**src/core/trcir_cfg.svh**
```systemverilog
// register offsets, field positions and reset values for the timer reload/compare ir block
`ifndef TRCIR_CFG_SVH
`define TRCIR_CFG_SVH
`define TRCIR_OFF_RELOAD   12'h000
`define TRCIR_OFF_RELOADH  12'h004
`define TRCIR_OFF_CC       12'h008
`define TRCIR_OFF_CCH      12'h00c
`define TRCIR_OFF_CTRL     12'h010
`define TRCIR_OFF_STAT     12'h014
`define TRCIR_RST_BYTE     8'h00
`define TRCIR_RST_WORD     16'h0000
`define TRCIR_BIT_DUAL     0
`define TRCIR_BIT_INFRARED_ENABLE     1
`define TRCIR_BIT_INFRARED_TRANSMIT_SELECT     2
`define TRCIR_BIT_INFRARED_BIT_LEVEL     3
`define TRCIR_BIT_POL      4
`define TRCIR_BIT_ES0      5
`define TRCIR_BIT_ES1      6
`define TRCIR_CTRL_W       7
`define TRCIR_RESP_OKAY    2'b00
`define TRCIR_RESP_SLVERR  2'b10
`endif

```
**src/core/trcir_pkg.sv**
```systemverilog
// types shared by the timer reload/compare ir block
`default_nettype none
package trcir_pkg;
   // ir operating mode
   typedef enum logic [2:0] {
      TRCIR_OFF = 3'b001,
      TRCIR_RX  = 3'b010,
      TRCIR_TX  = 3'b100
   } trcir_mode_t;
   // control fields
   typedef struct packed {
      logic [1:0] edge_select;
      logic       alternate_polarity;
      logic       infrared_bit_level;
      logic       infrared_transmit_select;
      logic       infrared_enable;
      logic       dual_byte_select;
   } trcir_ctrl_t;
endpackage
`default_nettype wire

```
**src/core/trcir_top.sv**
```systemverilog
// timer reload/compare registers with ir subcarrier modulator and receive sampler
//
// Decided for this implementation: the AXI4-Lite register port and the register addresses.
`include "trcir_cfg.svh"
`default_nettype none
// How it works
// - reload register sixteen bits read write
// - dual mode: reload upper reads zero, writes ignored
// - reload_high register gives reload upper byte
// - capture/compare holds match or captured value
// - dual mode: compare upper reads zero, writes blocked
// - capture_compare_high gives compare upper byte
// - low timer always makes the subcarrier
// - ir enabled: high counter counts subcarrier edges
// - polarity sets idle level and counted edge
// - reload_high sets subcarrier cycles per interval
// - transmit: bit level gates subcarrier onto pin
// - polarity applies only when ir enabled
// - overflow reloads high counter from reload_high
// - transmit disables primary pin receive function
// - receive: compare match latches pin into bit
// - receive: selected pin edges reload high counter
// - enable with transmit select chooses rx/tx
// - bit level reaches pin at next overflow
// - dual_byte_select one selects dual 8-bit
module trcir_top
   import trcir_pkg::*;
(
   // clock and reset
   input  wire logic        clk_sys,
   input  wire logic        resetn,
   // axi4-lite write address and data
   input  wire logic [11:0] s_axi_awaddr,
   input  wire logic        s_axi_awvalid,
   output var  logic        s_axi_awready,
   input  wire logic [31:0] s_axi_wdata,
   input  wire logic [3:0]  s_axi_wstrb,
   input  wire logic        s_axi_wvalid,
   output var  logic        s_axi_wready,
   // axi4-lite write response
   output var  logic [1:0]  s_axi_bresp,
   output var  logic        s_axi_bvalid,
   input  wire logic        s_axi_bready,
   // axi4-lite read
   input  wire logic [11:0] s_axi_araddr,
   input  wire logic        s_axi_arvalid,
   output var  logic        s_axi_arready,
   output var  logic [31:0] s_axi_rdata,
   output var  logic [1:0]  s_axi_rresp,
   output var  logic        s_axi_rvalid,
   input  wire logic        s_axi_rready,
   // timer core hooks
   input  wire logic        capture_strobe,
   input  wire logic [15:0] capture_value,
   input  wire logic        subcarrier_raw,
   input  wire logic        timer_alt_out,
   // pins
   input  wire logic        primary_timer_pin,
   input  wire logic        counter_input_pin,
   output var  logic        alternate_timer_pin,
   // high counter to timer core
   output var  logic [7:0]  high_byte_counter,
   output var  logic        high_overflow,
   output var  logic        high_compare_match,
   output var  logic        primary_rx_enable
);

   // registers
   logic [15:0] reload_value_q;          // full reload register
   logic [15:0] capture_compare_value_q; // full capture/compare register
   trcir_ctrl_t ctrl_q;                  // control bits
   trcir_mode_t mode;                    // decoded ir mode
   logic [7:0]  hcnt_q;                  // high byte counter
   logic        gate_q;                  // bit level taken at overflow
   logic        alt_q;                   // pin output flop
   logic        pm_q;                    // primary pin sync stage 1
   logic        ps_q;                    // primary pin synced
   logic        pp_q;                    // primary pin previous
   logic        cm_q;                    // counter pin sync stage 1
   logic        cs_q;                    // counter pin synced
   logic        cp_q;                    // counter pin previous
   logic        sc_q;                    // subcarrier previous
   logic        ovf_q;                   // overflow pulse flop
   logic        match_q;                 // match pulse flop
   logic        rxen_q;                  // primary receive enable flop
   logic        rdy_q;                   // write address and data ready flop
   logic        arr_q;                   // read address ready flop

   // axi state
   logic        aw_q, w_q, bv_q, rv_q;
   logic [11:0] awa_q;
   logic [31:0] wd_q, rd_q;
   logic [3:0]  ws_q;
   logic        bresp_err_q, rresp_err_q;

   // byte merge with strobes
   function automatic logic [15:0] merge16(input logic [15:0] old, input logic [31:0] d,
                                           input logic [3:0] s, input logic keep_hi);
      logic [15:0] r;
      r = old;
      if (s[0]) r[7:0] = d[7:0];
      if (s[1] && !keep_hi) r[15:8] = d[15:8];
      return r;
   endfunction

   // edge pick by edge_select: 01 rise, 10 fall, 11 both
   function automatic logic edge_hit(input logic cur, input logic prv, input logic [1:0] es);
      return (es[0] && cur && !prv) || (es[1] && !cur && prv);
   endfunction

   // mode decode
   wire dual = ctrl_q.dual_byte_select;
   assign mode = !ctrl_q.infrared_enable ? TRCIR_OFF :
                 ctrl_q.infrared_transmit_select ? TRCIR_TX : TRCIR_RX;

   // high counter input select
   wire sc_edge  = ctrl_q.alternate_polarity ? (subcarrier_raw && !sc_q)
                                              : (!subcarrier_raw && sc_q);
   wire pin_edge = edge_hit(cs_q, cp_q, ctrl_q.edge_select);
   wire cnt_tick = (mode == TRCIR_OFF) ? pin_edge : sc_edge;
   wire ovf      = cnt_tick && (hcnt_q == 8'hff);
   wire rx_sync  = (mode == TRCIR_RX) &&
                   edge_hit(ps_q, pp_q, ctrl_q.edge_select);
   wire match    = (hcnt_q == capture_compare_value_q[15:8]) && cnt_tick;

   // transmit pin: subcarrier shaped by polarity (idle = polarity)
   wire tx_level = gate_q ? (subcarrier_raw ^ ~ctrl_q.alternate_polarity ^ 1'b1)
                          : ctrl_q.alternate_polarity;
   wire alt_d    = (mode == TRCIR_TX) ? tx_level : timer_alt_out;

   // write decode
   wire wr_go  = aw_q && w_q && !bv_q;
   wire wr_ok  = awa_q == `TRCIR_OFF_RELOAD || awa_q == `TRCIR_OFF_RELOADH ||
                 awa_q == `TRCIR_OFF_CC || awa_q == `TRCIR_OFF_CCH ||
                 awa_q == `TRCIR_OFF_CTRL || awa_q == `TRCIR_OFF_STAT;
   wire wr_rl  = wr_go && awa_q == `TRCIR_OFF_RELOAD;
   wire wr_rlh = wr_go && awa_q == `TRCIR_OFF_RELOADH && ws_q[0];
   wire wr_cc  = wr_go && awa_q == `TRCIR_OFF_CC;
   wire wr_cch = wr_go && awa_q == `TRCIR_OFF_CCH && ws_q[0];
   wire wr_ct  = wr_go && awa_q == `TRCIR_OFF_CTRL && ws_q[0];

   // read decode
   wire [31:0] rd_mux =
      (s_axi_araddr == `TRCIR_OFF_RELOAD)  ? {16'h0000, dual ? 8'h00
                                              : reload_value_q[15:8], reload_value_q[7:0]} :
      (s_axi_araddr == `TRCIR_OFF_RELOADH) ? {24'h000000, reload_value_q[15:8]} :
      (s_axi_araddr == `TRCIR_OFF_CC)      ? {16'h0000, dual ? 8'h00
                                              : capture_compare_value_q[15:8],
                                              capture_compare_value_q[7:0]} :
      (s_axi_araddr == `TRCIR_OFF_CCH)     ? {24'h000000, capture_compare_value_q[15:8]} :
      (s_axi_araddr == `TRCIR_OFF_CTRL)    ? {25'h0000000, ctrl_q} :
      (s_axi_araddr == `TRCIR_OFF_STAT)    ? {24'h000000, hcnt_q} : 32'h00000000;
   wire rd_ok = s_axi_araddr == `TRCIR_OFF_RELOAD || s_axi_araddr == `TRCIR_OFF_RELOADH ||
                s_axi_araddr == `TRCIR_OFF_CC || s_axi_araddr == `TRCIR_OFF_CCH ||
                s_axi_araddr == `TRCIR_OFF_CTRL || s_axi_araddr == `TRCIR_OFF_STAT;

   // axi write channel capture and response
   always_ff @(posedge clk_sys or negedge resetn) begin
      if (!resetn) begin
         aw_q        <= 1'b0;
         w_q         <= 1'b0;
         bv_q        <= 1'b0;
         bresp_err_q <= 1'b0;
         rdy_q       <= 1'b0;
         awa_q       <= 12'h000;
         wd_q        <= 32'h00000000;
         ws_q        <= 4'h0;
      end else begin
         if (s_axi_awvalid && !aw_q && !bv_q) begin
            aw_q  <= 1'b1;
            awa_q <= {s_axi_awaddr[11:2], 2'b00};
         end
         if (s_axi_wvalid && !w_q && !bv_q) begin
            w_q  <= 1'b1;
            wd_q <= s_axi_wdata;
            ws_q <= s_axi_wstrb;
         end
         // ready flop: high exactly while both halves are held and no response waits
         rdy_q <= !wr_go && !bv_q && (aw_q || s_axi_awvalid) && (w_q || s_axi_wvalid);
         if (wr_go) begin
            aw_q        <= 1'b0;
            w_q         <= 1'b0;
            bv_q        <= 1'b1;
            bresp_err_q <= !wr_ok;
         end else if (bv_q && s_axi_bready) begin
            bv_q <= 1'b0;
         end
      end
   end

   // read address ready: one-cycle pulse, raised a cycle after arvalid
   always_ff @(posedge clk_sys or negedge resetn) begin
      if (!resetn)
         arr_q <= 1'b0;
      else
         arr_q <= s_axi_arvalid && !arr_q && !rv_q;
   end

   // axi read channel: data one cycle after the address handshake
   always_ff @(posedge clk_sys or negedge resetn) begin
      if (!resetn) begin
         rv_q        <= 1'b0;
         rd_q        <= 32'h00000000;
         rresp_err_q <= 1'b0;
      end else if (s_axi_arvalid && arr_q) begin
         rv_q        <= 1'b1;
         rd_q        <= rd_mux;
         rresp_err_q <= !rd_ok;
      end else if (rv_q && s_axi_rready) begin
         rv_q <= 1'b0;
      end
   end

   // register file, dual mode masks upper-byte writes at the 16-bit offsets only, not at reload_high or capture_compare_high
   always_ff @(posedge clk_sys or negedge resetn) begin
      if (!resetn) begin
         reload_value_q          <= `TRCIR_RST_WORD;
         capture_compare_value_q <= `TRCIR_RST_WORD;
         ctrl_q                  <= '0;
      end else begin
         if (wr_rl)  reload_value_q <= merge16(reload_value_q, wd_q, ws_q, dual);
         if (wr_rlh) reload_value_q[15:8] <= wd_q[7:0];
         if (capture_strobe) begin
            capture_compare_value_q <= dual ? {capture_compare_value_q[15:8],
                                               capture_value[7:0]} : capture_value;
         end else if (wr_cc) begin
            capture_compare_value_q <= merge16(capture_compare_value_q, wd_q, ws_q, dual);
         end else if (wr_cch) begin
            capture_compare_value_q[15:8] <= wd_q[7:0];
         end
         if (wr_ct)
            ctrl_q <= wd_q[`TRCIR_CTRL_W-1:0];
         // a receive sample overrides only the written bit level, not the whole word
         if (mode == TRCIR_RX && match)
            ctrl_q.infrared_bit_level <= ps_q;
      end
   end

   // pin synchronisers and edge history
   always_ff @(posedge clk_sys or negedge resetn) begin
      if (!resetn) begin
         pm_q <= 1'b0;
         ps_q <= 1'b0;
         pp_q <= 1'b0;
         cm_q <= 1'b0;
         cs_q <= 1'b0;
         cp_q <= 1'b0;
         sc_q <= 1'b0;
      end else begin
         pm_q <= primary_timer_pin;
         ps_q <= pm_q;
         pp_q <= ps_q;
         cm_q <= counter_input_pin;
         cs_q <= cm_q;
         cp_q <= cs_q;
         sc_q <= subcarrier_raw;
      end
   end

   // high counter with reload from reload_high
   always_ff @(posedge clk_sys or negedge resetn) begin
      if (!resetn) begin
         hcnt_q <= `TRCIR_RST_BYTE;
         gate_q <= 1'b0;
      end else begin
         if (ovf || rx_sync)
            hcnt_q <= reload_value_q[15:8];
         else if (cnt_tick)
            hcnt_q <= hcnt_q + 8'h01;
         if (mode != TRCIR_TX)
            gate_q <= 1'b0;
         else if (ovf)
            gate_q <= ctrl_q.infrared_bit_level;
      end
   end

   // output flops
   always_ff @(posedge clk_sys or negedge resetn) begin
      if (!resetn) begin
         alt_q   <= 1'b0;
         ovf_q   <= 1'b0;
         match_q <= 1'b0;
         rxen_q  <= 1'b1;
      end else begin
         alt_q   <= alt_d;
         ovf_q   <= ovf;
         match_q <= match;
         rxen_q  <= (mode != TRCIR_TX);
      end
   end

   assign s_axi_awready       = rdy_q;
   assign s_axi_wready        = rdy_q;
   assign s_axi_bvalid        = bv_q;
   assign s_axi_bresp         = bresp_err_q ? `TRCIR_RESP_SLVERR : `TRCIR_RESP_OKAY;
   assign s_axi_arready       = arr_q;
   assign s_axi_rvalid        = rv_q;
   assign s_axi_rdata         = rd_q;
   assign s_axi_rresp         = rresp_err_q ? `TRCIR_RESP_SLVERR : `TRCIR_RESP_OKAY;
   assign alternate_timer_pin = alt_q;
   assign high_byte_counter   = hcnt_q;
   assign high_overflow       = ovf_q;
   assign high_compare_match  = match_q;
   assign primary_rx_enable   = rxen_q;

   // checks
   reload_hi_dual_a: assert property (@(posedge clk_sys) disable iff (!resetn)
      (wr_rl && dual) |=> reload_value_q[15:8] == $past(reload_value_q[15:8]))
      else $error("reload upper byte changed in dual mode");
   cc_hi_dual_a: assert property (@(posedge clk_sys) disable iff (!resetn)
      (wr_cc && dual && !capture_strobe) |=>
      capture_compare_value_q[15:8] == $past(capture_compare_value_q[15:8]))
      else $error("compare upper byte changed in dual mode");
   reload_high_a: assert property (@(posedge clk_sys) disable iff (!resetn)
      wr_rlh |=> reload_value_q[15:8] == $past(wd_q[7:0]))
      else $error("reload_high write lost");
   ovf_reload_a: assert property (@(posedge clk_sys) disable iff (!resetn)
      ovf |=> hcnt_q == $past(reload_value_q[15:8]))
      else $error("high counter not reloaded on overflow");
   rx_latch_a: assert property (@(posedge clk_sys) disable iff (!resetn)
      (mode == TRCIR_RX && match) |=> ctrl_q.infrared_bit_level == $past(ps_q))
      else $error("receive sample not latched");
   tx_idle_a: assert property (@(posedge clk_sys) disable iff (!resetn)
      (mode == TRCIR_TX && !gate_q) |=> alternate_timer_pin == $past(ctrl_q.alternate_polarity))
      else $error("transmit pin not idle");
   // the gate may only move at an overflow while transmitting
   gate_hold_a: assert property (@(posedge clk_sys) disable iff (!resetn)
      ($past(mode == TRCIR_TX) && !$past(ovf)) |-> $stable(gate_q))
      else $error("transmit gate changed between overflows");
   off_pass_a: assert property (@(posedge clk_sys) disable iff (!resetn)
      (mode == TRCIR_OFF) |=> alternate_timer_pin == $past(timer_alt_out))
      else $error("normal pin path disturbed");
   rx_disable_a: assert property (@(posedge clk_sys) disable iff (!resetn)
      (mode == TRCIR_TX) |=> !primary_rx_enable)
      else $error("receive not disabled in transmit");

endmodule
`default_nettype wire

```
**config.mk**
```make
export PLATFORM = sky130hd
export DESIGN_NAME = trcir_top
export DESIGN_NICKNAME = d
export VERILOG_FILES = /design/src/core/trcir_pkg.sv /design/src/core/trcir_top.sv
export VERILOG_INCLUDE_DIRS = /design/src /design/src/core
export SDC_FILE = /design/constraint.sdc
export NUM_CORES = 1
export LEC_CHECK = 0
export BUFFER_PORTS_ARGS = -buffer_cell sky130_fd_sc_hd__buf_2
export CAP_MARGIN = 20
export CORE_MARGIN = 10
export CORE_UTILIZATION = 30
export DETAILED_ROUTE_END_ITERATION = 6
export PLACE_DENSITY = 0.52
export SYNTH_ARGS = -nofsm -noshare
export SYNTH_HDL_FRONTEND = slang
export SYNTH_SLANG_ARGS = --single-unit
```
**constraint.sdc**
```tcl
create_clock -name clk_sys -period 4.1 [get_ports clk_sys]
set_input_delay 0.205 -clock clk_sys [delete_from_list [all_inputs] [get_ports clk_sys]]
set_output_delay 0.205 -clock clk_sys [all_outputs]
set_load 0.02 [all_outputs]
```
Word level (Yosys, flattened, before mapping)
Index checks and enable logic that the tools add are counted.
{"block": "word_totals", "register_bits": 127, "inputBits": 88, "out_inout_bits": 53, "wordCells": 182}
{"block": "classes", "addsub": 1, "n_eq_ne": 18, "muxes": 40, "bitwise_logic": 3, "reduce_logical": 85}
{"op": "$mux W8", "n": 14}
{"op": "$mux W16", "n": 6}
{"op": "$logic_and A1 B1 Y1", "n": 37}
{"op": "$eq A12 B4 Y1 const B", "n": 2}
{"op": "$eq A12 B5 Y1 const B", "n": 2}
{"op": "$logic_not A12 Y1", "n": 2}
{"op": "$reduce_bool A2 Y1", "n": 11}
{"op": "$eq A10 B2 Y1 const B", "n": 2}
{"op": "$eq A10 B3 Y1 const B", "n": 2}
{"op": "$logic_not A1 Y1", "n": 15}
{"op": "$logic_or A1 B1 Y1", "n": 15}
{"op": "$mux W1", "n": 15}
{"op": "$eq A12 B3 Y1 const B", "n": 1}
{"op": "$eq A10 B1 Y1 const B", "n": 1}
{"op": "$add A8 B1 Y8 const B", "n": 1}
{"op": "$eq A8 B8 Y1", "n": 1}
{"op": "$eq A8 B8 Y1 const B", "n": 1}
{"op": "$mux W3", "n": 2}
{"op": "$reduce_and A2 Y1", "n": 3}
{"op": "$mux W2", "n": 2}
{"op": "$mux W4", "n": 1}
{"op": "$eq A3 B1 Y1 const B", "n": 1}
{"op": "$eq A3 B2 Y1 const B", "n": 1}
{"op": "$eq A3 B3 Y1 const B", "n": 1}
{"op": "other kinds (7)", "n": 8}

Longest topological paths before layout
Gate-level depths: netlist (run 1).
{"block": "logic_depth", "word_depth": 8, "mapped_depth": 7, "mapped_depth_nobuf": 5}

Least setup slack after synthesis (run 1)
OpenSTA, ideal clock, no wires.
{"block": "synth_timing", "path_type": "register to register", "startpoint": "reg awa_q[9]", "endpoint": "reg capture_compare_value_q[10]", "setup_time_ns": 0.129, "t_arrival_ns": 2.010, "slack_ns": 1.961, "stages_incl_launch_ff": 7, "n_path_buf": 2, "synth_period_minus_slack_ns": 2.139, "path_cell_list": "dfrtp_1 > or4_4 > or4b_1 > buf_2 > buf_6 > a221oi_1 > a21oi_1"}
{"block": "synth_via", "elab_chain_len": 5, "elab_cells_between_ends": 10, "classes_between": "eq/ne (3); mux (2); reduce/logical (5)"}
{"element": "start: declaration", "line_no": "trcir_top.sv:91", "rtl": "logic [11:0] awa_q;"}
{"element": "start signal: assignment", "line_no": "trcir_top.sv:171", "rtl": "awa_q <= {s_axi_awaddr[11:2], 2'b00};"}
{"element": "$eq A10 B2 Y1 (no source line)"}
{"element": "$logic_and A1 B1 Y1 (no source line)"}
{"element": "$logic_and A1 B1 Y1", "line_no": "trcir_top.sv:139", "rtl": "wire wr_cch = wr_go && awa_q == `TRCIR_OFF_CCH && ws_q[0];"}
{"element": "$reduce_bool A3 Y1 (no source line)"}
{"element": "$reduce_and A3 Y1 (no source line)"}
{"element": "end signal: assignment", "line_no": "trcir_top.sv:218", "rtl": "capture_compare_value_q <= `TRCIR_RST_WORD;"}
{"element": "end signal: assignment", "line_no": "trcir_top.sv:224", "rtl": "capture_compare_value_q <= dual ? {capture_compare_value_q[15:8],"}
{"element": "end signal: assignment", "line_no": "trcir_top.sv:227", "rtl": "capture_compare_value_q <= merge16(capture_compare_value_q, wd_q, ws_q, dual);"}
{"element": "end: declaration", "line_no": "trcir_top.sv:70", "rtl": "logic [15:0] capture_compare_value_q;"}
Parallel ways exist; a longest one is shown, timed or not.
A chain may end at the register's enable or synchronous reset.

Final worst setup path (run 1)
{"block": "layout_timing", "startpoint": "reg awa_q[9]", "endpoint": "reg capture_compare_value_q[11]"}
The elaborated chain is that of the path after synthesis.

==> reports/metrics.csv, run 1 <==
stage,metric,value,unit
setup_path,path_class,reg -> reg,
routing,highest_layer,met4,
global_routing,grt_pass1_wl,25.0,mm
routing,viasPerCell,4.97,
power_and_ir_drop,power_switching,1.06,mW
clock_network,cts.sinks,111,
logic_synthesis,async_reset_ff_share,100,%
clock_network,htreeDepth,3,
clock_network,cts_hold_buf,3,
clock_network,cts_tree,yes,
power_and_ir_drop,pwr-share-clk,29.0,%
layout,syn2layout_area_growth,18.7,%
timing,hold_viol_final,0,
setup_path,setup.worst_path.start,awa_q[9],
logic_synthesis,synthCells,519,
logic_synthesis,synth_compound_area_share,12.2,%
clock_network,insertion_delay,0.36,ns
clock_network,post_cts_buffers,0,
clock_network,cts_root_buf,clkbuf_16,
power_and_ir_drop,vdd_ir_drop_max,0.000265,V
routing,wl_met1,7.41,mm
setup_path,cpMaxStageDelayCell,or4b_1,
floorplan,start_util,30.6,%
timing,setup_violations,0,
setup_path,rr_endpoint,capture_compare_value_q[11],
setup_path,reg2reg_from,awa_q[9],
routing,dr.pass1.iters,4,
setup_path,slowest_delay,0.84,ns
timing,rsz0062_at_grt,false,
logic_synthesis,ys_ff_latch,111,
logic_synthesis,yosysSeqAreaShare,50.1,%
run_status,status,"complete, no violations",
global_routing,grt_max_degree,86,
logic_synthesis,synth_top_family_by_area,simple AND/OR/NAND/NOR gates,
power_and_ir_drop,p_comb_share,21.4,%
power_and_ir_drop,power.density,504,nW/um^2
placement,place.gp.congestion,0.868,
floorplan,core_area,18100,sq um
setup_path,rrSetupSlack,1.58,ns
routing,vias,4212,
timing,min_period,2.52,ns
setup_path,setup.worst_path.start_class,register,
power_and_ir_drop,pwr-share-seq,49.6,%
timing,drv_slew,0,
logic_synthesis,yosys.area_share.xor_xnor,2.53,%
timing,clock.fmax,0.397,GHz
layout,drive_above_1_share,31.2,%
logic_synthesis,synth_edf_count,0,
global_routing,gr-total-overflow,0,
logic_synthesis,yosys-mux-area-fraction,14.0,%
routing,drc,0,
job,cap_viol_max_count,0,
logic_synthesis,synth_cell_types,55,
logic_synthesis,synth_flop_cell,dfrtp_1,
power_and_ir_drop,power.leakage,2.97,nW
setup_path,cp-end-kind,register,
floorplan,rows,49,
clock_network,clkSlewWorstSetupHoldPaths,0.08,ns
placement,portBuffers,102,
min_path,hold_class,in -> reg,
setup_path,crit_required,4.32,ns
clock_network,cts_buffers,9,
logic_synthesis,yosys.area_share.adder,0.226,%
routing,drt_iter0_markers,287,
setup_path,crit_fanout,16,
setup_path,crit_arrival,2.74,ns
placement,dp_hpwl,12.1,mm
setup_path,endpoint,capture_compare_value_q[11],
logic_synthesis,yosys.area_share.simple,15.2,%
setup_path,rr_worst_depth,4,
global_routing,grt_pass1_vias,4274,
routing,dr_wl_met2,7.42,mm
floorplan,ioPinCount,141,
power_and_ir_drop,fin_total_pwr,3.32,mW
floorplan,chipWidth,156,microns
timing,slew_headroom,34.1,%
setup_path,cp.buffers_inverters,0,
routing,wire_per_inst,19.0,microns
layout,nets,702,
floorplan,die_h,156,microns
routing,wl_met3,1.17,mm
clock_network,cts_resized,0,
floorplan,fp.dieArea,24300,sq um
routing,final_antenna_net_count,0,
timing,tightestPinTransition,0.963,ns
setup_path,crit_chain,"or4_4, or4b_1, a221oi_1, a21oi_1",
power_and_ir_drop,p_int,2.25,mW
layout,final_util,36.4,%
layout,stdcell_area,6580,sq um
power_and_ir_drop,swShare,32.0,%
clock_network,cts_buffer_depth,2,
routing,routed_wl,16.2,mm
global_routing,antenna_found_initial,0,
timing,fin_skew,0.0129,ns
global_routing,grt_use_total,13.2,%
timing,fin_crit_sh,61.5,%
placement,placed_cell_area,6180,sq um
logic_synthesis,yosys_warnings,0,
timing,final.setup.tns,0,ns
setup_path,worst-path-stages,4,
setup_path,cp_top_family,simple AND/OR/NAND/NOR gates,
logic_synthesis,avgSynthCellArea,10.7,sq um
logic_synthesis,syn_area,5540,sq um
layer usage:
layer,track usage (%),vias up
met1,17.5,2057
met5,0,-
met2,20.8,137
li1,-,2007
met4,3.24,0
met3,3.75,11
sequential cells by signal (all words and copies together) (netlist names), 2 cells and up:
name	cells
ws_q	2
awa_q	10
wd_q	16
ctrl_q	6
reload_value_q	16
s_axi_rdata	16
capture_compare_value_q	16
high_byte_counter	8
cells by family (layout without fill, tap and decap cells):
family | count (synthesis) | count (layout)
compound gates | 104 | 104
xor+xnor | 16 | 16
fa+ha+maj | 1 | 1
buf+inv | 58 | 140
flops | 111 | 111
mux | 70 | 70
other cells | 1 | 19
simple gates | 158 | 158
final cells by class:
class	count	area, sq um
fillers	1797	11500
flip-flops and latches	111	2780
multi-input cells	367	2520
repair buffers	112	618
well taps	229	287
clock buffers	10	239
clock inverters	6	91.3
inverters	12	45.0
diodes	1	2.50
power groups by stage:
stage / sequential (mW) / clock [mW] / combinational [mW]
finish: 1.64 / 0.962 / 0.709
detailed placement: 1.67 / 0 / 0.713
global route: 1.68 / 1.03 / 0.790
CTS: 1.65 / 0.992 / 0.718
floorplan: 1.55 / 0 / 0.514
global placement: 1.65 / 0 / 0.688
synthesized netlist by cell type, types with 2 or more instances:
library cell / n / area, sq um
or3b_2: 2 / 17.5
and3_1: 2 / 12.5
clkbuf_1: 18 / 67.6
o2111ai_1: 2 / 17.5
nor3_1: 12 / 60.1
a21oi_1: 40 / 200
nor2_1: 35 / 131
nand2b_1: 17 / 106
inv_1: 12 / 45.0
and2_1: 2 / 12.5
a22oi_1: 16 / 120
o21ai_0: 13 / 65.1
o211ai_1: 4 / 30.0
nand3b_1: 5 / 37.5
nand2_1: 40 / 150
nand3_1: 3 / 15.0
mux2_2: 58 / 653
buf_2: 4 / 20.0
a221oi_1: 13 / 114
dfrtp_1: 110 / 2750
and4_1: 2 / 17.5
buf_4: 22 / 165
nand4_1: 4 / 25.0
nor3b_1: 11 / 82.6
nor4_1: 4 / 25.0
nor2b_1: 9 / 56.3
a31oi_1: 3 / 18.8
mux2i_1: 12 / 120
xnor2_1: 15 / 131
nor3b_2: 2 / 25.0
a211oi_1: 3 / 22.5
worst min-delay path by stage:
| stage | slack [ns] | cells after the start | to | startpoint |
|---|---|---|---|---|
| floorplan | -0.09 | 0 | alternate_timer_pin | resetn |
| global placement | 0.32 | 1 | cm_q | counter_input_pin |
| detailed placement | 0.31 | 1 | pm_q | primary_timer_pin |
| CTS | 0.01 | 2 | s_axi_bvalid | s_axi_bready |
| global route | 0.04 | 2 | s_axi_rvalid | s_axi_rready |
| finish | 0.03 | 2 | s_axi_bvalid | s_axi_bready |
worst reg2reg max path: stages (launching register included):
cell	delay [ns]
dfrtp_1	0.39
or4_4	0.56
or4b_1	0.84
a221oi_1	0.48
a21oi_1	0.12
stage by stage:
step	instances	hold slack [ns]	setup slack, ns
after global routing	847	0.0423	1.45
after detailed placement	826	0.315	1.59
final	848	0.0280	1.58
after CTS	845	0.0115	1.57
after global placement	826	0.317	1.65
after floorplan	536	-0.0906	1.96
layout by cell type, fill, tap and decap left out, types with 3 or more instances in the layout:
| cell type | instances |
|---|---|
| nand4_1 | 4 |
| conb_1 | 18 |
| a22oi_1 | 16 |
| nand3b_1 | 5 |
| o211ai_1 | 4 |
| dfrtp_1 | 110 |
| nor4_1 | 4 |
| mux2_2 | 58 |
| xnor2_1 | 15 |
| clkbuf_16 | 9 |
| dlygate4sd3_1 | 4 |
| nand2b_1 | 17 |
| inv_1 | 12 |
| a221oi_1 | 13 |
| buf_2 | 101 |
| a211oi_1 | 3 |
| mux2i_1 | 12 |
| nor3b_1 | 10 |
| nand3_1 | 3 |
| nor2b_1 | 9 |
| a31oi_1 | 3 |
| o21ai_0 | 13 |
| buf_4 | 6 |
| nor3_1 | 12 |
| nor2_1 | 35 |
| nor3b_2 | 3 |
| nand2_1 | 40 |
| a21oi_1 | 40 |
| clkinvlp_4 | 3 |
(Power assumes the default switching activity.)
==> run 2, diff against run 1 <==
--- a/config.mk
+++ b/config.mk
@@ -11,7 +11,7 @@
 export CORE_MARGIN = 10
 export CORE_UTILIZATION = 30
 export DETAILED_ROUTE_END_ITERATION = 6
-export PLACE_DENSITY = 0.52
+export PLACE_DENSITY = 0.54
 export SYNTH_ARGS = -nofsm -noshare
 export SYNTH_HDL_FRONTEND = slang
 export SYNTH_SLANG_ARGS = --single-unit
==> constraint.sdc (replaced) <==
create_clock -name clk_sys -period 2.2 [get_ports clk_sys]
set_input_delay 0.11 -clock clk_sys [delete_from_list [all_inputs] [get_ports clk_sys]]
set_output_delay 0.11 -clock clk_sys [all_outputs]
set_load 0.02 [all_outputs]
==> run 2 against run 1 <==
  * Sequential power increased by 86%
  * Via count increased by 5.1%
  * First-iteration DRC count decreased by 19%
  * Critical endpoint unchanged
  * Highest routed layer unchanged
  * Register-to-register slack got worse by 1.6 ns
  * Largest power group unchanged
  * Die area unchanged
  * Global-route usage increased by 0.37 points
  * Worst hold slack got worse by 0.0053 ns
==> reports/metrics.csv, run 2 (same netlist as run 1, synthesis figures left out) <==
stage,metric,value,unit,change
run_status,status,"complete, no violations",,
power_and_ir_drop,pwr-share-clk,26.1,%,-2.9 points
timing,drv_slew,0,,unchanged
placement,dp.cells,851,,+3.0%
layout,drive_above_1_share,33.2,%,+2.0 points
floorplan,fp.dieArea,24300,sq um,unchanged
global_routing,antenna_found_initial,0,,unchanged
routing,routed_wl,16.6,mm,+2.6%
placement,portBuffers,102,,unchanged
setup_path,cp.buffers_inverters,1,,+1
timing,slew_headroom,46.2,%,+12 points
clock_network,insertion_delay,0.36,ns,about the same
global_routing,grt_max_degree,112,,+30%
min_path,hold_class,in -> reg,,
placement,dp_hpwl,12.4,mm,+2.6%
setup_path,cp-end-kind,register,,
setup_path,setup.worst_path.start_class,register,,
power_and_ir_drop,power.leakage,3.28,nW,+10%
global_routing,gr-total-overflow,0,,unchanged
routing,final_antenna_net_count,0,,unchanged
global_routing,grt_use_total,13.5,%,+0.37 points
global_routing,grt_pass1_wl,25.9,mm,+3.7%
layout,final_common_cell,dfrtp_1,,
setup_path,crit_arrival,2.43,ns,-0.31 ns
floorplan,start_util,30.6,%,unchanged
setup_path,crit_chain,"or4_4, or4b_4, clkbuf_16, a221oi_1, a21oi_1",,
global_routing,grt_util_met3,3.25,%,-0.50 points
placement,place.gp.congestion,0.836,,-3.7%
timing,hold_viol_final,0,,unchanged
timing,tightestPinTransition,0.797,ns,-0.166 ns
timing,min_period,2.20,ns,-0.322 ns
timing,setup_violations,0,,unchanged
routing,drt_iter0_markers,232,,-19%
floorplan,die_h,156,microns,unchanged
layout,final_cells,910,,+7.3%
clock_network,clkSlewWorstSetupHoldPaths,0.07,ns,about the same
timing,clock.fmax,0.455,GHz,+15%
global_routing,grt-busiest-layer,met2,,
power_and_ir_drop,p_comb_share,24.2,%,+2.8 points
timing,fin_crit_sh,100,%,+38 points
timing,fin_skew,0.0104,ns,-0.00255 ns
power_and_ir_drop,p_int,4.11,mW,+82%
layout,final_util,39.9,%,+3.5 points
clock_network,cts_buffers,9,,unchanged
setup_path,crit_required,2.43,ns,-1.89 ns
layout,syn2layout_area_growth,30.1,%,
routing,dr.pass1.iters,4,,unchanged
power_and_ir_drop,swShare,33.0,%,+1.0 points
routing,drc,0,,unchanged
power_and_ir_drop,power_switching,2.02,mW,+91%
setup_path,worst-path-stages,5,,+1
clock_network,htreeDepth,3,,unchanged
routing,wire_per_inst,18.2,microns,-4.4%
routing,viasPerCell,4.87,,-2.0%
clock_network,cts_tree,yes,,
clock_network,cts_buffer_depth,2,,unchanged
floorplan,chipWidth,156,microns,unchanged
setup_path,cpMaxStageDelayCell,or4b_4,,
clock_network,post_cts_buffers,0,,unchanged
min_path,worstHoldPathCells,2,,unchanged
layout,mostFrequentLayoutCells,"dfrtp_1 (110), buf_2 (101), mux2_2 (58)",,
setup_path,cp_top_family,simple AND/OR/NAND/NOR gates,,
layout,stdcell_area,7210,sq um,+9.5%
routing,vias,4428,,+5.1%
setup_path,slowest_delay,0.59,ns,-0.25 ns
power_and_ir_drop,power.density,850,nW/um^2,+69%
clock_network,cts.sinks,111,,unchanged
global_routing,use_met1,18.0,%,+0.59 points
timing,final.setup.tns,0,ns,unchanged
global_routing,met2_usage,21.6,%,+0.86 points
setup_path,rr_worst_depth,5,,+1
timing,rsz0062_at_grt,true,,
floorplan,core_area,18100,sq um,unchanged
floorplan,rows,49,,unchanged
setup_path,path_class,reg -> reg,,
clock_network,cts_root_buf,clkbuf_16,,
power_and_ir_drop,pwr-share-seq,49.7,%,about the same
floorplan,ioPinCount,141,,unchanged
layout,n_antenna_cell,0,,-1
placement,placed_cell_area,6410,sq um,+3.6%
power_and_ir_drop,fin_total_pwr,6.13,mW,+85%
layout,nets,765,,+9.0%
setup_path,crit_fanout,8,,-8
global_routing,grt_pass1_vias,4599,,+7.6%
job,cap_viol_max_count,0,,unchanged
power_and_ir_drop,vdd_ir_drop_max,0.000434,V,+64%
-- run 2: cell count changes in the layout (fill, tap and decap cells not counted), moves of 2 or more --
cell           previous run  this run
dlygate4sd3_1             4        42
nor3b_1                  10         4
a221oi_1                 13        11
nor3b_2                   3         8
a221oi_2                  1         3
bufinv_16                 2         0
buf_4                     6        27
clkbuf_1                  0         2
buf_12                    0         4
clkinvlp_4                3         0
clkinv_4                  0         2
-- run 2: timing repair --
action,4_1_cts,5_1_grt
hold buffers,42,0
gates cloned,0,1
endpoints found under the hold margin,151,0
setup endpoints to repair,4,16
resized for setup,1,13
pin swaps,2,14
-- run 2: worst paths after layout --
check | startpoint | end | slack, ns
max | awa_q[10] | capture_compare_value_q[11] | 0.0003
min | s_axi_arvalid | s_axi_arready | 0.02
max reg2reg | awa_q[10] | capture_compare_value_q[11] | 0.0003
min reg2reg | pm_q | ps_q | 0.35
max in group asynchronous | resetn | alternate_timer_pin | 1.35
min in group asynchronous | resetn | wd_q[3] | 0.35
-- run 2: layout make-up --
| class | count | area, sq um |
|---|---|---|
| fillers | 1806 | 10900 |
| flip-flops and latches | 111 | 2780 |
| multi-input cells | 367 | 2580 |
| repair buffers | 175 | 1230 |
| well taps | 229 | 287 |
| clock buffers | 13 | 260 |
| inverters | 12 | 45.0 |
| clock inverters | 3 | 26.3 |
-- run 2: power by group through the flow --
stage | clock network, mW | registers (mW) | logic (mW)
2_1_floorplan | 0 | 2.90 | 0.957
3_3_place_gp | 0 | 3.08 | 1.38
3_5_place_dp | 0 | 3.09 | 1.42
4_1_cts | 1.64 | 3.06 | 1.49
5_1_grt | 1.72 | 3.11 | 1.65
6_report | 1.60 | 3.05 | 1.48
-- run 2: through the flow --
step / hold WS [ns] / setup WS, ns
after CTS: 0.0101 / 0.00586
after global placement: 0.221 / 0.0179
after global routing: 0.0224 / -0.0782
after floorplan: -0.186 / 0.0615
final: 0.0227 / 0.000302
after detailed placement: 0.220 / -0.0102
-- run 2: per-layer routing --
metal  vias to the layer above  share of wire, %
li1                       2130                 -
met5                         -                 0
met1                      2173                46
met3                        11               6.1
met2                       114                47
met4                         0              0.95
==> run 3, diff against run 2 <==
--- a/config.mk
+++ b/config.mk
@@ -8,10 +8,12 @@
 export LEC_CHECK = 0
 export BUFFER_PORTS_ARGS = -buffer_cell sky130_fd_sc_hd__buf_2
 export CAP_MARGIN = 20
+export CELL_PAD_IN_SITES_DETAIL_PLACEMENT = 1
+export CELL_PAD_IN_SITES_GLOBAL_PLACEMENT = 1
 export CORE_MARGIN = 10
 export CORE_UTILIZATION = 30
 export DETAILED_ROUTE_END_ITERATION = 6
-export PLACE_DENSITY = 0.54
+export PLACE_DENSITY = 0.64
 export SYNTH_ARGS = -nofsm -noshare
 export SYNTH_HDL_FRONTEND = slang
 export SYNTH_SLANG_ARGS = --single-unit
==> constraint.sdc (replaced) <==
create_clock -name clk_sys -period 2.54 [get_ports clk_sys]
set_input_delay 0.127 -clock clk_sys [delete_from_list [all_inputs] [get_ports clk_sys]]
set_output_delay 0.127 -clock clk_sys [all_outputs]
set_load 0.02 [all_outputs]
==> run 3 against run 2 <==
  * First-iteration DRC count shrank 29%
  * Sequential power shrank 14%
  * Total power shrank 13%
  * Worst hold slack lost 0.011 ns
  * Cell count shrank 1.2%
  * Via count grew 0.59%
  * Count of clock-buffer cells in the layout shrank 3
==> reports/metrics.csv, run 3 (same netlist as run 1, synthesis figures left out) <==
stage,metric,value,unit,change
run_status,status,"complete, no violations",,
floorplan,fp.dieArea,24300,sq um,unchanged
setup_path,rrSetupSlack,0.23,ns,+0.23 ns
min_path,hold_class,in -> reg,,
setup_path,crit_chain,"or4_4, or4b_1, buf_4, nor3b_1, a221oi_1, a21oi_1",,
routing,drt_iter0_markers,165,,-29%
power_and_ir_drop,vdd_ir_drop_max,0.000448,V,+3.3%
clock_network,cts_buffers,9,,unchanged
layout,mostFrequentLayoutCells,"dfrtp_1 (110), buf_2 (101), mux2_2 (58)",,
timing,fin_skew,0.0112,ns,+0.000820 ns
layout,final_common_cell,dfrtp_1,,
setup_path,rr_worst_depth,6,,+1
placement,dp_hpwl,13.3,mm,+6.9%
timing,setup_violations,0,,unchanged
setup_path,slowest_delay,0.56,ns,-0.03 ns
global_routing,grt_use_total,14.6,%,+1.1 points
timing,slew_headroom,49.6,%,+3.4 points
placement,dp.cells,844,,-0.82%
layout,drive_above_1_share,31.3,%,-1.8 points
clock_network,cts_resized,0,,-1
power_and_ir_drop,swShare,33.9,%,+0.87 points
clock_network,cts.sinks,111,,unchanged
floorplan,ioPinCount,141,,unchanged
layout,nets,754,,-1.4%
routing,drc,0,,unchanged
setup_path,cp_top_family,simple AND/OR/NAND/NOR gates,,
timing,fin_crit_sh,91.0,%,-9.0 points
routing,final_antenna_net_count,0,,unchanged
layout,n_antenna_cell,0,,unchanged
timing,final.setup.tns,0,ns,unchanged
setup_path,cpMaxStageDelayCell,or4_4,,
timing,tightestPinTransition,0.747,ns,-0.0506 ns
placement,place.gp.congestion,0.857,,+2.5%
global_routing,grt_max_degree,45,,-60%
setup_path,worst-path-stages,6,,+1
setup_path,rr_endpoint,capture_compare_value_q[10],,
floorplan,core_area,18100,sq um,unchanged
setup_path,endpoint,capture_compare_value_q[10],,
timing,clock.fmax,0.433,GHz,-4.9%
floorplan,rows,49,,unchanged
clock_network,cts_buffer_depth,2,,unchanged
global_routing,grt_pass1_vias,4962,,+7.9%
routing,dr.pass1.iters,4,,unchanged
power_and_ir_drop,pwr-share-clk,26.2,%,about the same
clock_network,insertion_delay,0.37,ns,about the same
setup_path,setup.worst_path.start,awa_q[9],,
power_and_ir_drop,p_int,3.53,mW,-14%
routing,wire_per_inst,19.5,microns,+7.2%
min_path,worstHoldPathCells,2,,unchanged
setup_path,path_class,reg -> reg,,
layout,final_cells,899,,-1.2%
setup_path,crit_arrival,2.60,ns,+0.17 ns
setup_path,reg2reg_from,awa_q[9],,
timing,drv_slew,0,,unchanged
timing,min_period,2.31,ns,+0.112 ns
clock_network,cts_root_buf,clkbuf_16,,
clock_network,clkSlewWorstSetupHoldPaths,0.08,ns,about the same
power_and_ir_drop,power.leakage,3.19,nW,-2.7%
power_and_ir_drop,pwr-share-seq,49.1,%,-0.6 points
routing,viasPerCell,4.95,,+1.8%
timing,hold_viol_final,0,,unchanged
setup_path,cp.buffers_inverters,1,,unchanged
layout,fill_cells,2042,,+13%
floorplan,start_util,30.6,%,unchanged
timing,rsz0062_at_grt,false,,
job,cap_viol_max_count,0,,unchanged
setup_path,cp-end-kind,register,,
clock_network,cts_tree,yes,,
global_routing,grt_pass1_wl,27.8,mm,+7.2%
clock_network,htreeDepth,3,,unchanged
power_and_ir_drop,p_comb_share,24.6,%,+0.4 points
setup_path,crit_fanout,16,,+8
routing,vias,4454,,+0.59%
floorplan,chipWidth,156,microns,unchanged
setup_path,crit_required,2.82,ns,+0.39 ns
global_routing,gr-total-overflow,0,,unchanged
power_and_ir_drop,power.density,761,nW/um^2,-11%
setup_path,setup.worst_path.start_class,register,,
routing,routed_wl,17.6,mm,+5.9%
floorplan,die_h,156,microns,unchanged
global_routing,antenna_found_initial,0,,unchanged
placement,portBuffers,102,,unchanged
layout,syn2layout_area_growth,26.5,%,
power_and_ir_drop,power_switching,1.81,mW,-11%
-- run 3: cell types whose count changed in the layout (fill, tap and decap cells not counted), moves of 2 or more --
cell | before | now
a221oi_2 | 3 | 1
clkbuf_1 | 2 | 0
dlygate4sd3_1 | 42 | 39
buf_4 | 27 | 23
nor3b_2 | 8 | 3
nor3b_1 | 4 | 10
a221oi_1 | 11 | 13
inv_6 | 1 | 3
buf_12 | 4 | 1
-- run 3: worst reg2reg max path, cell delays in order, from the launching register on --
cell and delay, ns:
dfrtp_1 0.39, or4_4 0.56, or4b_1 0.53, buf_4 0.21
nor3b_1 0.26, a221oi_1 0.09, a21oi_1 0.20
-- run 3: power by group through the flow --
stage	Clock (mW)	Sequential, mW	Combinational [mW]
finish	1.40	2.62	1.31
global route	1.52	2.68	1.45
CTS	1.44	2.62	1.34
detailed placement	0	2.66	1.29
global placement	0	2.64	1.23
floorplan	0	2.51	0.829
-- run 3: worst min-delay path by stage --
stage / start / to / slack, ns
after CTS: capture_value[2] / capture_compare_value_q[2] / 0.002
final: s_axi_wstrb[1] / ws_q[1] / 0.01
after global placement: resetn / wd_q[5] / 0.09
after floorplan: resetn / alternate_timer_pin / -0.17
after global routing: s_axi_wstrb[1] / ws_q[1] / 0.005
after detailed placement: resetn / wd_q[1] / 0.09
-- run 3: layer usage --
| layer | track usage [%] | up-vias | share of wire (%) |
|---|---|---|---|
| met2 | 24.7 | 97 | 49 |
| li1 | - | 2121 | - |
| met5 | 0 | - | 0 |
| met4 | 3.15 | 0 | 1.1 |
| met1 | 18.2 | 2225 | 44 |
| met3 | 4.11 | 11 | 5.3 |
-- run 3: area by class of cell --
type / instances / area (sq um) / area share [%]
clock buffers: 10 / 239 / 3.41
repair buffers: 164 / 1090 / 15.5
clock inverters: 6 / 51.3 / 0.732
inverters: 12 / 45.0 / 0.643
well taps: 229 / 287 / 4.09
multi-input cells: 367 / 2520 / 36.0
flip-flops and latches: 111 / 2780 / 39.6
-- run 3: what timing repair did --
action | CTS | global route
hold endpoints to repair | 67 | 0
setup endpoints to repair | 0 | 0
buffers inserted | 0 | 0
hold buffers | 39 | 0
-- run 3: metrics by stage --
stage	power, mW	area [sq um]	hold slack (ns)	setup slack [ns]	utilization, %
after global placement	3.87	6330	0.0887	0.304	35.0
after detailed placement	3.94	6330	0.0922	0.277	35.0
after CTS	5.40	7010	0.00153	0.250	38.8
after global routing	5.65	7010	0.00492	0.0746	38.8
final	5.33	7010	0.0119	0.228	38.8
after floorplan	3.34	5610	-0.169	0.401	-
